## src/timer8_pkg.sv

```systemverilog
// Constants shared by the 8-bit compare/PWM timer: register map, field layout,
// mode and clock-select codes, prescaler taps and reset values.
// Assumes a 32-bit AHB-Lite register bus with one aligned word per register.
package timer8_pkg;

	// Register byte offsets
	localparam logic [31:0] OFS_CONTROL = 32'h00000000;
	localparam logic [31:0] OFS_COUNT = 32'h00000004;
	localparam logic [31:0] OFS_COMPARE = 32'h00000008;
	localparam logic [31:0] OFS_IRQ_MASK = 32'h0000000C;
	localparam logic [31:0] OFS_IRQ_FLAGS = 32'h00000010;

	// timer_control_a field positions
	localparam int FORCE_BIT = 7;
	localparam int WAVE_HI_BIT = 6;
	localparam int ACTION_HI_BIT = 5;
	localparam int ACTION_LO_BIT = 4;
	localparam int WAVE_LO_BIT = 3;
	localparam int CLKSEL_HI_BIT = 2;
	localparam int CLKSEL_LO_BIT = 0;

	// Mask and flag bit positions
	localparam int CMP_BIT = 1;
	localparam int OVF_BIT = 0;

	// waveform_mode_sel codes
	localparam logic [1:0] WAVE_NORMAL = 2'h0;
	localparam logic [1:0] WAVE_PHASE = 2'h1;
	localparam logic [1:0] WAVE_CTC = 2'h2;
	localparam logic [1:0] WAVE_FAST = 2'h3;

	// compare_output_action codes
	localparam logic [1:0] ACT_OFF = 2'h0;
	localparam logic [1:0] ACT_TOGGLE = 2'h1;
	localparam logic [1:0] ACT_CLEAR = 2'h2;
	localparam logic [1:0] ACT_SET = 2'h3;

	// clock_source_sel codes
	localparam logic [2:0] CS_STOP = 3'h0;
	localparam logic [2:0] CS_DIV1 = 3'h1;
	localparam logic [2:0] CS_DIV8 = 3'h2;
	localparam logic [2:0] CS_DIV64 = 3'h3;
	localparam logic [2:0] CS_DIV256 = 3'h4;
	localparam logic [2:0] CS_DIV1024 = 3'h5;
	localparam logic [2:0] CS_EXT_FALL = 3'h6;
	localparam logic [2:0] CS_EXT_RISE = 3'h7;

	// Prescaler tap masks (divide by mask + 1)
	localparam int PRESCALE_W = 10;
	localparam logic [9:0] PRE_ZERO = 10'h000;
	localparam logic [9:0] PRE_ONE = 10'h001;
	localparam logic [9:0] PRE_MASK_8 = 10'h007;
	localparam logic [9:0] PRE_MASK_64 = 10'h03F;
	localparam logic [9:0] PRE_MASK_256 = 10'h0FF;
	localparam logic [9:0] PRE_MASK_1024 = 10'h3FF;

	// Counter landmarks and reset values
	localparam logic [7:0] COUNT_MAX = 8'hFF;
	localparam logic [7:0] COUNT_BOTTOM = 8'h00;
	localparam logic [7:0] COUNT_ONE = 8'h01;
	localparam logic [7:0] REG8_RESET = 8'h00;
	localparam logic [31:0] WORD_ZERO = 32'h00000000;

	// AHB-Lite encodings
	localparam int HTRANS_ACTIVE_BIT = 1;
	localparam logic HRESP_OKAY = 1'b0;

endpackage
```

## src/timer8_compare_pwm_unit.sv

```systemverilog
// 8-bit timer/counter with one compare channel, four waveform modes, a
// prescaler, an external count input and overflow/compare flags.
// Assumes one 250 MHz clock, synchronous pin inputs and an AHB-Lite master.
//
// Behaviour
// - Force strobe makes immediate compare in non-PWM
// - Forced compare sets no flag, never clears
// - Force bit always reads back zero
// - Codes 0/2 normal/CTC, immediate compare update
// - Codes 1/3 phase/fast PWM, update at top
// - Nonzero action overrides pin; direction enables driver
// - Non-PWM actions: off, toggle, clear, set
// - Fast PWM: clear/set on match, opposite top
// - Phase PWM: action by count direction
// - Compare equal top: act at top instead
// - Clock select: stop, divide 1/8/64/256/1024
// - External pin edges count, even as output
// - Counter writable; write blocks next match
// - Continuous compare sets flag, drives output
// - Compare irq needs enable, global, flag
// - Overflow irq needs enable, global, flag
// - Flags cleared by vector or writing one
// - Phase PWM overflow at direction change bottom
// - Mask bits 7..2 reserved, read zero
// - Fast PWM wraps MAX to zero
// - Phase PWM holds MAX one tick, reverses
`timescale 1ns/1ps
`default_nettype none

module timer8_compare_pwm_unit #(
	parameter int DATA_W = 32
) (
	input wire logic clk_i, // I/O clock, 250 MHz
	input wire logic rst_i, // Asynchronous reset, active high
	input wire logic hsel_i, // AHB slave select
	input wire logic [31:0] haddr_i, // AHB address
	input wire logic [1:0] htrans_i, // AHB transfer type
	input wire logic hwrite_i, // AHB write
	input wire logic [2:0] hsize_i, // AHB size, word only
	input wire logic [DATA_W-1:0] hwdata_i, // AHB write data
	input wire logic hready_i, // AHB bus ready
	output logic [DATA_W-1:0] hrdata_o, // AHB read data
	output logic hreadyout_o, // AHB slave ready
	output logic hresp_o, // AHB response
	input wire logic global_irq_enable_i, // Global interrupt enable of the core
	input wire logic compare_vector_taken_i, // Pulse: compare vector executed
	input wire logic overflow_vector_taken_i, // Pulse: overflow vector executed
	output logic compare_irq_o, // Compare interrupt request
	output logic overflow_irq_o, // Overflow interrupt request
	input wire logic external_count_pin_i, // External count input level
	input wire logic port_dir_i, // Data direction bit of the shared pin
	input wire logic port_data_i, // Normal port value of the shared pin
	output logic compare_output_pin_o, // Shared pin output value
	output logic compare_output_oe_o // Shared pin driver enable
);

	// The block keeps all timer state in this one clock domain.
	// Pin inputs arrive already synchronous, so no extra stages are added.
	// Registers hold only the live fields; reserved bits are not stored.
	// Bus side state
	logic wr_pend;
	logic [31:0] wr_addr;
	logic [DATA_W-1:0] rdata;

	// Registers
	logic [1:0] wave_sel;
	logic [1:0] action;
	logic [2:0] clk_sel;
	logic [7:0] count;
	logic [7:0] compare_buf;
	logic [7:0] compare_active;
	logic cmp_irq_en;
	logic ovf_irq_en;
	logic cmp_flag;
	logic ovf_flag;

	// Timing state
	logic [timer8_pkg::PRESCALE_W-1:0] prescale;
	logic ext_prev;
	logic count_down;
	logic match_blocked;
	logic oc_state;

	// Next values
	logic [7:0] next_count;
	logic next_down;
	logic next_oc;
	logic [DATA_W-1:0] read_value;

	function automatic logic tap_hit(input logic [9:0] cnt, input logic [9:0] mask);
		tap_hit = (cnt & mask) == mask;
	endfunction

	function automatic logic non_pwm_action(input logic cur, input logic [1:0] act);
		non_pwm_action = cur;
		if (act == timer8_pkg::ACT_TOGGLE) begin
			non_pwm_action = ~cur;
		end else if (act == timer8_pkg::ACT_CLEAR) begin
			non_pwm_action = 1'b0;
		end else if (act == timer8_pkg::ACT_SET) begin
			non_pwm_action = 1'b1;
		end
	endfunction

	// ---------------- AHB-Lite slave ----------------
	// Writes land at the edge that ends the data phase.
	// Reads capture a snapshot at the address-phase edge, so the
	// counter value returned is the one seen when the address was taken.
	// Only the low byte of the write data is used; the rest is ignored.
	// Zero wait states: every transfer completes in its first data phase.
	wire addr_phase = hsel_i && hready_i && htrans_i[timer8_pkg::HTRANS_ACTIVE_BIT];
	wire wr_control = wr_pend && (wr_addr == timer8_pkg::OFS_CONTROL);
	wire wr_count = wr_pend && (wr_addr == timer8_pkg::OFS_COUNT);
	wire wr_compare = wr_pend && (wr_addr == timer8_pkg::OFS_COMPARE);
	wire wr_mask = wr_pend && (wr_addr == timer8_pkg::OFS_IRQ_MASK);
	wire wr_flags = wr_pend && (wr_addr == timer8_pkg::OFS_IRQ_FLAGS);
	wire [7:0] wdata8 = hwdata_i[7:0];

	always_comb begin
		read_value = {DATA_W{1'b0}};
		if (haddr_i == timer8_pkg::OFS_CONTROL) begin
			read_value[7:0] = {1'b0, wave_sel[1], action, wave_sel[0], clk_sel};
		end else if (haddr_i == timer8_pkg::OFS_COUNT) begin
			read_value[7:0] = count;
		end else if (haddr_i == timer8_pkg::OFS_COMPARE) begin
			read_value[7:0] = compare_buf;
		end else if (haddr_i == timer8_pkg::OFS_IRQ_MASK) begin
			read_value[7:0] = {6'h00, cmp_irq_en, ovf_irq_en};
		end else if (haddr_i == timer8_pkg::OFS_IRQ_FLAGS) begin
			read_value[7:0] = {6'h00, cmp_flag, ovf_flag};
		end
	end

	always_ff @(posedge clk_i or posedge rst_i) begin
		if (rst_i) begin
			wr_pend <= 1'b0;
			wr_addr <= timer8_pkg::WORD_ZERO;
			rdata <= {DATA_W{1'b0}};
		end else begin
			wr_pend <= addr_phase && hwrite_i;
			if (addr_phase) begin
				wr_addr <= haddr_i;
			end
			if (addr_phase && !hwrite_i) begin
				rdata <= read_value;
			end
		end
	end

	assign hrdata_o = rdata;
	assign hreadyout_o = 1'b1;
	assign hresp_o = timer8_pkg::HRESP_OKAY;

	// ---------------- Mode decode ----------------
	// Both PWM modes share the buffered compare and the reserved action code.
	// Normal and clear-on-match use the compare value at once.
	wire is_pwm = (wave_sel == timer8_pkg::WAVE_PHASE) || (wave_sel == timer8_pkg::WAVE_FAST);
	wire is_fast = wave_sel == timer8_pkg::WAVE_FAST;
	wire is_phase = wave_sel == timer8_pkg::WAVE_PHASE;
	wire is_ctc = wave_sel == timer8_pkg::WAVE_CTC;

	// ---------------- Clock select ----------------
	// Every slower rate is a one-cycle enable, never a derived clock.
	// Switching taps mid-period may shorten the first period; software
	// that needs exact timing should restart the counter after a change.
	// The prescaler runs freely so that taps stay aligned between selections.
	wire ext_rise = external_count_pin_i && !ext_prev;
	wire ext_fall = !external_count_pin_i && ext_prev;
	logic tick;

	always_comb begin
		tick = 1'b0;
		case (clk_sel)
			timer8_pkg::CS_DIV1: tick = 1'b1;
			timer8_pkg::CS_DIV8: tick = tap_hit(prescale, timer8_pkg::PRE_MASK_8);
			timer8_pkg::CS_DIV64: tick = tap_hit(prescale, timer8_pkg::PRE_MASK_64);
			timer8_pkg::CS_DIV256: tick = tap_hit(prescale, timer8_pkg::PRE_MASK_256);
			timer8_pkg::CS_DIV1024: tick = tap_hit(prescale, timer8_pkg::PRE_MASK_1024);
			timer8_pkg::CS_EXT_FALL: tick = ext_fall;
			timer8_pkg::CS_EXT_RISE: tick = ext_rise;
			default: tick = 1'b0;
		endcase
	end

	// ---------------- Compare and events ----------------
	// A counter write in the same cycle wins over a tick, so no event fires then.
	wire run_tick = tick && !wr_count;
	wire equal = count == compare_active;
	wire match_event = run_tick && equal && !match_blocked;
	wire at_max = count == timer8_pkg::COUNT_MAX;
	wire at_bottom = count == timer8_pkg::COUNT_BOTTOM;
	wire top_event = run_tick && at_max && is_pwm && (is_fast || !count_down);
	wire special_top = is_pwm && action[1] && (compare_active == timer8_pkg::COUNT_MAX);
	wire ovf_phase = is_phase && count_down && at_bottom;
	wire ovf_event = run_tick && ((!is_phase && at_max) || ovf_phase);
	// Force only acts outside PWM and never reaches flags or the counter.
	wire force_event = wr_control && wdata8[timer8_pkg::FORCE_BIT] && !is_pwm;

	// ---------------- Counter sequencing ----------------
	// A software write always wins over counting in the same cycle.
	// Phase mode holds the direction bit; other modes force it to up.
	// Clear-on-match uses the unblocked match so a fresh write is not cut.
	always_comb begin
		next_count = count;
		next_down = count_down;
		if (!is_phase) begin
			next_down = 1'b0;
		end
		if (wr_count) begin
			next_count = wdata8;
		end else if (tick) begin
			case (wave_sel)
				timer8_pkg::WAVE_NORMAL: begin
					next_count = count + timer8_pkg::COUNT_ONE;
				end
				timer8_pkg::WAVE_CTC: begin
					if (equal && !match_blocked) begin
						next_count = timer8_pkg::COUNT_BOTTOM;
					end else begin
						next_count = count + timer8_pkg::COUNT_ONE;
					end
				end
				timer8_pkg::WAVE_FAST: begin
					next_count = count + timer8_pkg::COUNT_ONE;
				end
				default: begin
					if (!count_down && at_max) begin
						next_down = 1'b1;
						next_count = count - timer8_pkg::COUNT_ONE;
					end else if (count_down && at_bottom) begin
						next_down = 1'b0;
						next_count = count + timer8_pkg::COUNT_ONE;
					end else if (count_down) begin
						next_count = count - timer8_pkg::COUNT_ONE;
					end else begin
						next_count = count + timer8_pkg::COUNT_ONE;
					end
				end
			endcase
		end
	end

	// ---------------- Waveform output ----------------
	// The force strobe uses the action held before the same write, so
	// software must set the action first and force in a later write.
	// With the compare at top in PWM, the top action replaces the match so
	// the output stays at a constant level instead of glitching.
	always_comb begin
		next_oc = oc_state;
		if (force_event) begin
			next_oc = non_pwm_action(oc_state, action);
		end else if (!is_pwm) begin
			if (match_event) begin
				next_oc = non_pwm_action(oc_state, action);
			end
		end else if (action[1]) begin
			// Action 01 in PWM modes is reserved and leaves the output alone.
			if (top_event && (is_fast || special_top)) begin
				next_oc = ~action[0];
			end else if (match_event && !special_top) begin
				if (is_phase && count_down) begin
					next_oc = ~action[0];
				end else begin
					next_oc = action[0];
				end
			end
		end
	end

	assign compare_output_pin_o = (action != timer8_pkg::ACT_OFF) ? oc_state : port_data_i;
	assign compare_output_oe_o = port_dir_i;

	// ---------------- Interrupts out ----------------
	// Requests are plain gates of the stored flags; no extra latency.
	// A vector pulse clears its flag unless a new event sets it again.
	assign compare_irq_o = cmp_flag && cmp_irq_en && global_irq_enable_i;
	assign overflow_irq_o = ovf_flag && ovf_irq_en && global_irq_enable_i;

	wire cmp_clear = (wr_flags && wdata8[timer8_pkg::CMP_BIT]) || compare_vector_taken_i;
	wire ovf_clear = (wr_flags && wdata8[timer8_pkg::OVF_BIT]) || overflow_vector_taken_i;

	// ---------------- Register state ----------------
	// Reset leaves the timer stopped in normal mode with the pin released.
	// The force bit is a strobe and is never stored.
	always_ff @(posedge clk_i or posedge rst_i) begin
		if (rst_i) begin
			wave_sel <= timer8_pkg::WAVE_NORMAL;
			action <= timer8_pkg::ACT_OFF;
			clk_sel <= timer8_pkg::CS_STOP;
			cmp_irq_en <= 1'b0;
			ovf_irq_en <= 1'b0;
		end else begin
			if (wr_control) begin
				wave_sel <= {wdata8[timer8_pkg::WAVE_HI_BIT], wdata8[timer8_pkg::WAVE_LO_BIT]};
				action <= wdata8[timer8_pkg::ACTION_HI_BIT:timer8_pkg::ACTION_LO_BIT];
				clk_sel <= wdata8[timer8_pkg::CLKSEL_HI_BIT:timer8_pkg::CLKSEL_LO_BIT];
			end
			if (wr_mask) begin
				cmp_irq_en <= wdata8[timer8_pkg::CMP_BIT];
				ovf_irq_en <= wdata8[timer8_pkg::OVF_BIT];
			end
		end
	end

	// Compare buffer: immediate outside PWM, loaded at top in PWM modes.
	always_ff @(posedge clk_i or posedge rst_i) begin
		if (rst_i) begin
			compare_buf <= timer8_pkg::REG8_RESET;
			compare_active <= timer8_pkg::REG8_RESET;
		end else begin
			if (wr_compare) begin
				compare_buf <= wdata8;
			end
			if (!is_pwm) begin
				compare_active <= wr_compare ? wdata8 : compare_buf;
			end else if (run_tick && at_max) begin
				compare_active <= compare_buf;
			end
		end
	end

	always_ff @(posedge clk_i or posedge rst_i) begin
		if (rst_i) begin
			count <= timer8_pkg::REG8_RESET;
			count_down <= 1'b0;
			prescale <= timer8_pkg::PRE_ZERO;
			ext_prev <= 1'b0;
			oc_state <= 1'b0;
		end else begin
			count <= next_count;
			count_down <= next_down;
			prescale <= prescale + timer8_pkg::PRE_ONE;
			ext_prev <= external_count_pin_i;
			oc_state <= next_oc;
		end
	end

	// The block holds until the next timer tick that follows the write.
	always_ff @(posedge clk_i or posedge rst_i) begin
		if (rst_i) begin
			match_blocked <= 1'b0;
		end else if (wr_count) begin
			match_blocked <= 1'b1;
		end else if (tick) begin
			match_blocked <= 1'b0;
		end
	end

	// Hardware set wins over any clear in the same cycle.
	always_ff @(posedge clk_i or posedge rst_i) begin
		if (rst_i) begin
			cmp_flag <= 1'b0;
			ovf_flag <= 1'b0;
		end else begin
			cmp_flag <= match_event || (cmp_flag && !cmp_clear);
			ovf_flag <= ovf_event || (ovf_flag && !ovf_clear);
		end
	end

endmodule

`default_nettype wire

```

## config.mk

```make
export PLATFORM = sky130hd
export DESIGN_NAME = timer8_compare_pwm_unit
export DESIGN_NICKNAME = d
export VERILOG_FILES = /design/src/timer8_pkg.sv /design/src/timer8_compare_pwm_unit.sv
export SDC_FILE = /design/constraint.sdc
export NUM_CORES = 1
export LEC_CHECK = 0
export BUFFER_PORTS_ARGS = -buffer_cell sky130_fd_sc_hd__buf_2
export CELL_PAD_IN_SITES_DETAIL_PLACEMENT = 0
export CELL_PAD_IN_SITES_GLOBAL_PLACEMENT = 2
export CORE_MARGIN = 5
export CORE_UTILIZATION = 34
export CTS_CLUSTER_DIAMETER = 50
export DETAILED_ROUTE_END_ITERATION = 16
export GPL_TIMING_DRIVEN = 0
export PLACE_DENSITY_LB_ADDON = 0.1
export SLEW_MARGIN = 20
export SYNTH_ARGS = -nofsm -noshare
export SYNTH_HDL_FRONTEND = slang
export SYNTH_SLANG_ARGS = --single-unit
```

## constraint.sdc

```tcl
create_clock -name clk_i -period 3.75 [get_ports clk_i]
set_clock_uncertainty 0.2 [all_clocks]
set_input_delay 0.5625 -clock clk_i [delete_from_list [all_inputs] [get_ports clk_i]]
set_output_delay 0.5625 -clock clk_i [all_outputs]
set_load 0.05 [all_outputs]
```

== Yosys cells after proc, flatten, opt, wreduce, memory -nomap -nowiden ==
Index checks and enable logic that the tools add are counted.
Widths: inputs -> output; s select.

* Register bits after elaboration: 90
* Input port bits: 80
* Output and inout bits: 38
* Logic and storage cells: 156

* Add/sub/neg operators: 3
* Equal/unequal tests: 31
* Muxes and demuxes: 35
* Bitwise operators: 2
* Reductions and logical operators: 67

{| class="wikitable"
|+ Operators by type and width
! kind !! count
|-
| $eq 32x4->1 const B || 4
|-
| $mux 8 || 12
|-
| $eq 32x3->1 const B || 2
|-
| $eq 32x5->1 const B || 2
|-
| $logic_not 32->1 || 2
|-
| $logic_and 1x1->1 || 38
|-
| $eq 8x8->1 const B || 3
|-
| $mux 1 || 19
|-
| $pmux 8 s2 || 1
|-
| $eq 3x3->1 const B || 5
|-
| $logic_not 1->1 || 11
|-
| $add 10x1->10 const B || 1
|-
| $eq 10x10->1 const B || 1
|-
| $add 8x1->8 const B || 1
|-
| $eq 2x2->1 const B || 4
|-
| $eq 8x8->1 || 1
|-
| $logic_not 8->1 || 1
|-
| $logic_or 1x1->1 || 8
|-
| $sub 8x1->8 const B || 1
|-
| $pmux 1 s7 || 1
|-
| $eq 3x2->1 const B || 2
|-
| $eq 6x6->1 const B || 1
|-
| $eq 2x1->1 const B || 2
|-
| $mux 2 || 2
|-
| other kinds (11) || 13
|}

== Depth between registers and ports, before layout ==
* Depth after elaboration: 12
* Mapped depth: 10
* Mapped depth without buffers: 9

== Least setup slack after synthesis ==
No wires, ideal clock.

* Path kind: register to register
* Start point: register wave_sel[1]
* End point: register count[5]
* Library setup time: 0.126 ns
* Data arrival time: 2.219 ns
* Required time: 3.424 ns
* Slack: 1.205 ns
* Cell stages (with the launch flop): 10
* Path buffers: 1
* Period minus slack after synthesis: 2.545 ns
* Path through: dfrtp_1 inv_1 ha_1 clkbuf_1 nand2_1 o22ai_4 nand3_1 o32a_2 a31o_2 a221o_1

* Word-level cells in the longest chain between the ends: 5
* Elaborated cells on any way between the ends: 7
* Those cells by class: eq/ne: 2; mux: 3; reduce/logical: 2

{| class="wikitable"
|+ RTL lines
! what !! line !! source
|-
| start, declared || timer8_compare_pwm_unit.sv:66 || <nowiki>logic [1:0] wave_sel;</nowiki>
|-
| start signal, assigned || timer8_compare_pwm_unit.sv:287 || <nowiki>wave_sel <= timer8_pkg::WAVE_NORMAL;</nowiki>
|-
| start signal, assigned || timer8_compare_pwm_unit.sv:294 || <nowiki>wave_sel <= {wdata8[timer8_pkg::WAVE_HI_BIT], wdata8[timer8_pkg::WAVE_LO_BIT]};</nowiki>
|-
| $eq 2x2->1 / $logic_not 2->1 (equally long branches) || timer8_compare_pwm_unit.sv:212 || <nowiki>case (wave_sel)</nowiki>
|-
| $reduce_or 2->1 (no line) || n/a ||
|-
| $pmux 8 s2 (*) || timer8_compare_pwm_unit.sv:212 ||
|-
| $mux 8 (*) || timer8_compare_pwm_unit.sv:211 || <nowiki>end else if (tick) begin</nowiki>
|-
| $mux 8 (*) || timer8_compare_pwm_unit.sv:209 || <nowiki>if (wr_count) begin</nowiki>
|-
| end signal, assigned || timer8_compare_pwm_unit.sv:324 || <nowiki>count <= timer8_pkg::REG8_RESET;</nowiki>
|-
| end signal, assigned || timer8_compare_pwm_unit.sv:330 || <nowiki>count <= next_count;</nowiki>
|-
| end, declared || timer8_compare_pwm_unit.sv:69 || <nowiki>logic [7:0] count;</nowiki>
|}

Mark *: on every way between the ends. The rest lies on a longest branch, timed or not. The select of a mux whose other input is x is not followed.
A chain may end at the register's enable or synchronous reset.

== Worst setup path in the final report ==
* Start point: register wr_addr[28]
* End point: register compare_active[1]

* Word-level cells in the longest chain between the ends: 6
* Elaborated cells on any way between the ends: 10
* Those cells by class: eq/ne: 3; mux: 2; reduce/logical: 5

{| class="wikitable"
|+ RTL lines
! what !! line !! source
|-
| start, declared || timer8_compare_pwm_unit.sv:62 || <nowiki>logic [31:0] wr_addr;</nowiki>
|-
| start signal, assigned || timer8_compare_pwm_unit.sv:137 || <nowiki>wr_addr <= timer8_pkg::WORD_ZERO;</nowiki>
|-
| start signal, assigned || timer8_compare_pwm_unit.sv:142 || <nowiki>wr_addr <= haddr_i;</nowiki>
|-
| $eq 32x3->1 || timer8_compare_pwm_unit.sv:113 || <nowiki>wire wr_count = wr_pend && (wr_addr == timer8_pkg::OFS_COUNT);</nowiki>
|-
| $logic_and 1x1->1 || timer8_compare_pwm_unit.sv:113 ||
|-
| $logic_not 1->1 || timer8_compare_pwm_unit.sv:187 || <nowiki>wire run_tick = tick && !wr_count;</nowiki>
|-
| $logic_and 1x1->1 || timer8_compare_pwm_unit.sv:187 ||
|-
| $logic_and 1x1->1 || timer8_compare_pwm_unit.sv:316 || <nowiki>end else if (run_tick && at_max) begin</nowiki>
|-
| $ne 2x1->1 (no line) || n/a ||
|-
| end signal, assigned || timer8_compare_pwm_unit.sv:309 || <nowiki>compare_active <= timer8_pkg::REG8_RESET;</nowiki>
|-
| end signal, assigned || timer8_compare_pwm_unit.sv:315 || <nowiki>compare_active <= wr_compare ? wdata8 : compare_buf;</nowiki>
|-
| end signal, assigned || timer8_compare_pwm_unit.sv:317 || <nowiki>compare_active <= compare_buf;</nowiki>
|-
| end, declared || timer8_compare_pwm_unit.sv:71 || <nowiki>logic [7:0] compare_active;</nowiki>
|}

Parallel ways exist; a longest one is shown, timed or not.

==> results.md <==
* Status: finished, final reports clean
* Synth Warn # at 0
* Vias per cell at 5.04
* Number of diodes at 0
* Static leakage at 2.63 nW
* Worst-path clk slew at 70 ps
* Layout area overhead at 19.4%
* Final worst-path cycle share at 88.3%
* Clk_lat worst skew at 350 ps
* Cell taking the most area after synthesis: dfrtp_1
* Share of the synthesized area in the top cell type at 46.3%
* Avg Cell Area, Syn at 10.6 um^2
* H-tree depth at 3
* Final setup fails at 0
* Post-Route WL at 12.9 mm
* Mapped Cells at 458
* Total track usage at 16.0%
* Routed len/inst at 17.5 um
* PostCTS Resize Cnt at 0
* Die span in x at 130 um
* Final GP Congestion at 0.820
* Kind of critical path: flip-flop to flip-flop
* Critical path buffers and inverters at 0
* Vias in the first global route at 3707
* Crit Path Max Fanout at 9
* CTS tree: done
* EDFF count, synth at 0
* Final Critical Period at 3310 ps
* DRC at 0
* Power Total at 2.49 mW
* Final hold slack at 32.3 ps
* Pin count of the biggest net entering global routing at 47
* Post-Synth Adder-Cell Area at 1.80%
* Crit-path cells: nor4b_1, nand4_1, nor4b_1, a21oi_2, nand2_2, mux2_2, mux2_2
* Share of cells above drive strength 1 at 31.5%
* Final Hold Fails at 0
* CP Capture Type: flip-flop
* Peak supply drop at 0.000180 V
* Post-synthesis compound-gate area fraction at 10.7%
* Register area share after synthesis at 46.3%
* Pre-antenna DRT Iters at 4
* Ports at 118
* Largest family of logic cells by synthesized area: simple AND/OR/NAND/NOR gates
* Worst rel slew slack at 37.6%
* Power per cell area at 429 nW/um^2
* Final std cells w/o fill at 738
* Initial Util at 34.8%
* Core ar. at 14000 um^2
* Mapped Area at 4870 um^2
* Die Ht at 130 um
* Site row count at 43
* Initial antenna violation count at 0
* Critical path's top delay family: simple AND/OR/NAND/NOR gates
* CTS sink count at 90
* Post-synthesis simple-gate area fraction at 17.3%
* CP peak stage delay at 840 ps
* Clock root buffer: clkbuf_16
* RSZ-0062 raised after global routing: false
* Postcts setup bufs at 0
* Die area at 16800 um^2
* Nets at 642
* Antenna-violating nets left at 0
* Async SR Flop Fraction at 100%
* Port Buffers at 61
* Synth area leaders: dfrtp_1, mux2_2, buf_4
* CP max-delay cell: nor4b_1
* XOR/XNOR Fraction of Synth Area at 3.06%
* Critical Path AT at 3340 ps
* Worst Tran Pin Value at 923 ps
* Initial DRC count at 191
* Placed cells at 724
* Max clock buf depth at 2
* DR vias at 3723
* Setup_tns at 0 ps
* Crit path launch type: flip-flop
* Grt ovf at 0
* Dpl hpwl at 9.93 mm
* Post-synth top flop: dfrtp_1
* Yosys cell types at 65
* Fin. max-slew vios at 0
* Num CTS Buffers at 9
* Hold Path Class: input port to asynchronous set/reset pin
* Hold buffers post-CTS at 0
* Proportion of synthesized area in mux cells at 13.7%
* First-pass GRT wire length at 20.6 mm
* Max cap viols at 0
* Maximum clock rate at 0.302 GHz
* Req. time, crit path at 3780 ps
* Utilization after layout at 41.6%
* #FFs+latches synth at 90
-- path summary, 6_finish.rpt --
path / from / endpoint / slack (ps) / depth (start not counted)
max in group asynchronous: rst_i / compare_active[7] / 2720 / 3
hold / removal: rst_i / wr_addr[7] / 30 / 2
setup reg to reg: wr_addr[28] / compare_active[1] / 440 / 7
setup / recovery: wr_addr[28] / compare_active[1] / 440 / 7
min in group clk_i: external_count_pin_i / ext_prev / 150 / 1
hold reg to reg: hrdata_o[0] / hrdata_o[0] / 270 / 2
-- logic make-up after synthesis --
logic type / count (synthesis)
mux: 59
xor+xnor: 17
buf+inv: 59
simple gates: 154
other cells: 2
flops: 90
fa+ha+maj: 7
compound gates: 70
-- power breakdown --
part | switching, mW | internal (mW)
Clock | 0.382 | 0.528
Sequential | 0.114 | 1.09
Combinational | 0.199 | 0.181
Total | 0.695 | 1.80
-- cells in the mapped netlist (3+ instances only) --
cell type,n
a21oi_1,9
a221o_1,4
a22oi_1,3
a31o_2,4
a31oi_1,5
and3_1,6
buf_2,3
buf_4,27
clkbuf_1,15
dfrtp_1,90
ha_1,7
inv_1,11
mux2_2,48
mux2i_1,9
nand2_1,38
nand3_1,21
nand3b_1,4
nand4_1,7
nor2_1,20
nor2b_1,6
nor3_1,7
nor4_1,21
o21ai_0,15
o22ai_1,3
o31ai_1,9
xnor2_1,14
xor2_1,3
-- cell type report --
| cell class | instances | area (um^2) |
|---|---|---|
| multi-input cells | 333 | 2360 |
| flip-flops and latches | 90 | 2250 |
| inverters | 11 | 46.3 |
| plain buffers | 48 | 300 |
| clock buffers | 10 | 239 |
| well taps | 180 | 225 |
| clock inverters | 4 | 53.8 |
| repair buffers | 62 | 333 |
| fillers | 1414 | 8170 |
-- sequential cells by signal (all words and copies together) (netlist names), 2 cells and up --
| signal | cells |
|---|---|
| prescale | 10 |
| action | 2 |
| wave_sel | 2 |
| hrdata_o | 8 |
| clk_sel | 3 |
| wr_addr | 32 |
| count | 8 |
| compare_active | 8 |
| compare_buf | 8 |
-- per-stage QoR --
| stage | cell area, um^2 | setup WS, ps |
|---|---|---|
| 2_1_floorplan | 4960 | 652 |
| 3_3_place_gp | 5490 | -589 |
| 3_5_place_dp | 5520 | 454 |
| 4_1_cts | 5810 | 429 |
| 5_1_grt | 5810 | 259 |
| 6_report | 5810 | 440 |
-- metal layers --
metal | routed length, um | vias up | GRT usage [%] | part of all wire [%]
met1 | 6640 | 1835 | 24.3 | 51
met2 | 5590 | 66 | 23.2 | 43
met5 | 0 | - | 0 | 0
li1 | - | 1811 | - | -
met3 | 486 | 11 | 2.39 | 3.8
met4 | 187 | 0 | 5.32 | 1.5
-- layout by cell type, fill, tap and decap left out, types with 9 or more instances in the layout --
cell       instances
a21oi_1            9
buf_2             64
buf_4             27
clkbuf_1          15
clkbuf_16          9
conb_1            26
dfrtp_1           90
inv_1             10
mux2_2            48
mux2i_1            9
nand2_1           38
nand3_1           21
nor2_1            20
nor4_1            21
o21ai_0           15
o31ai_1            9
xnor2_1           14
Power figures use the tool's default switching activity.
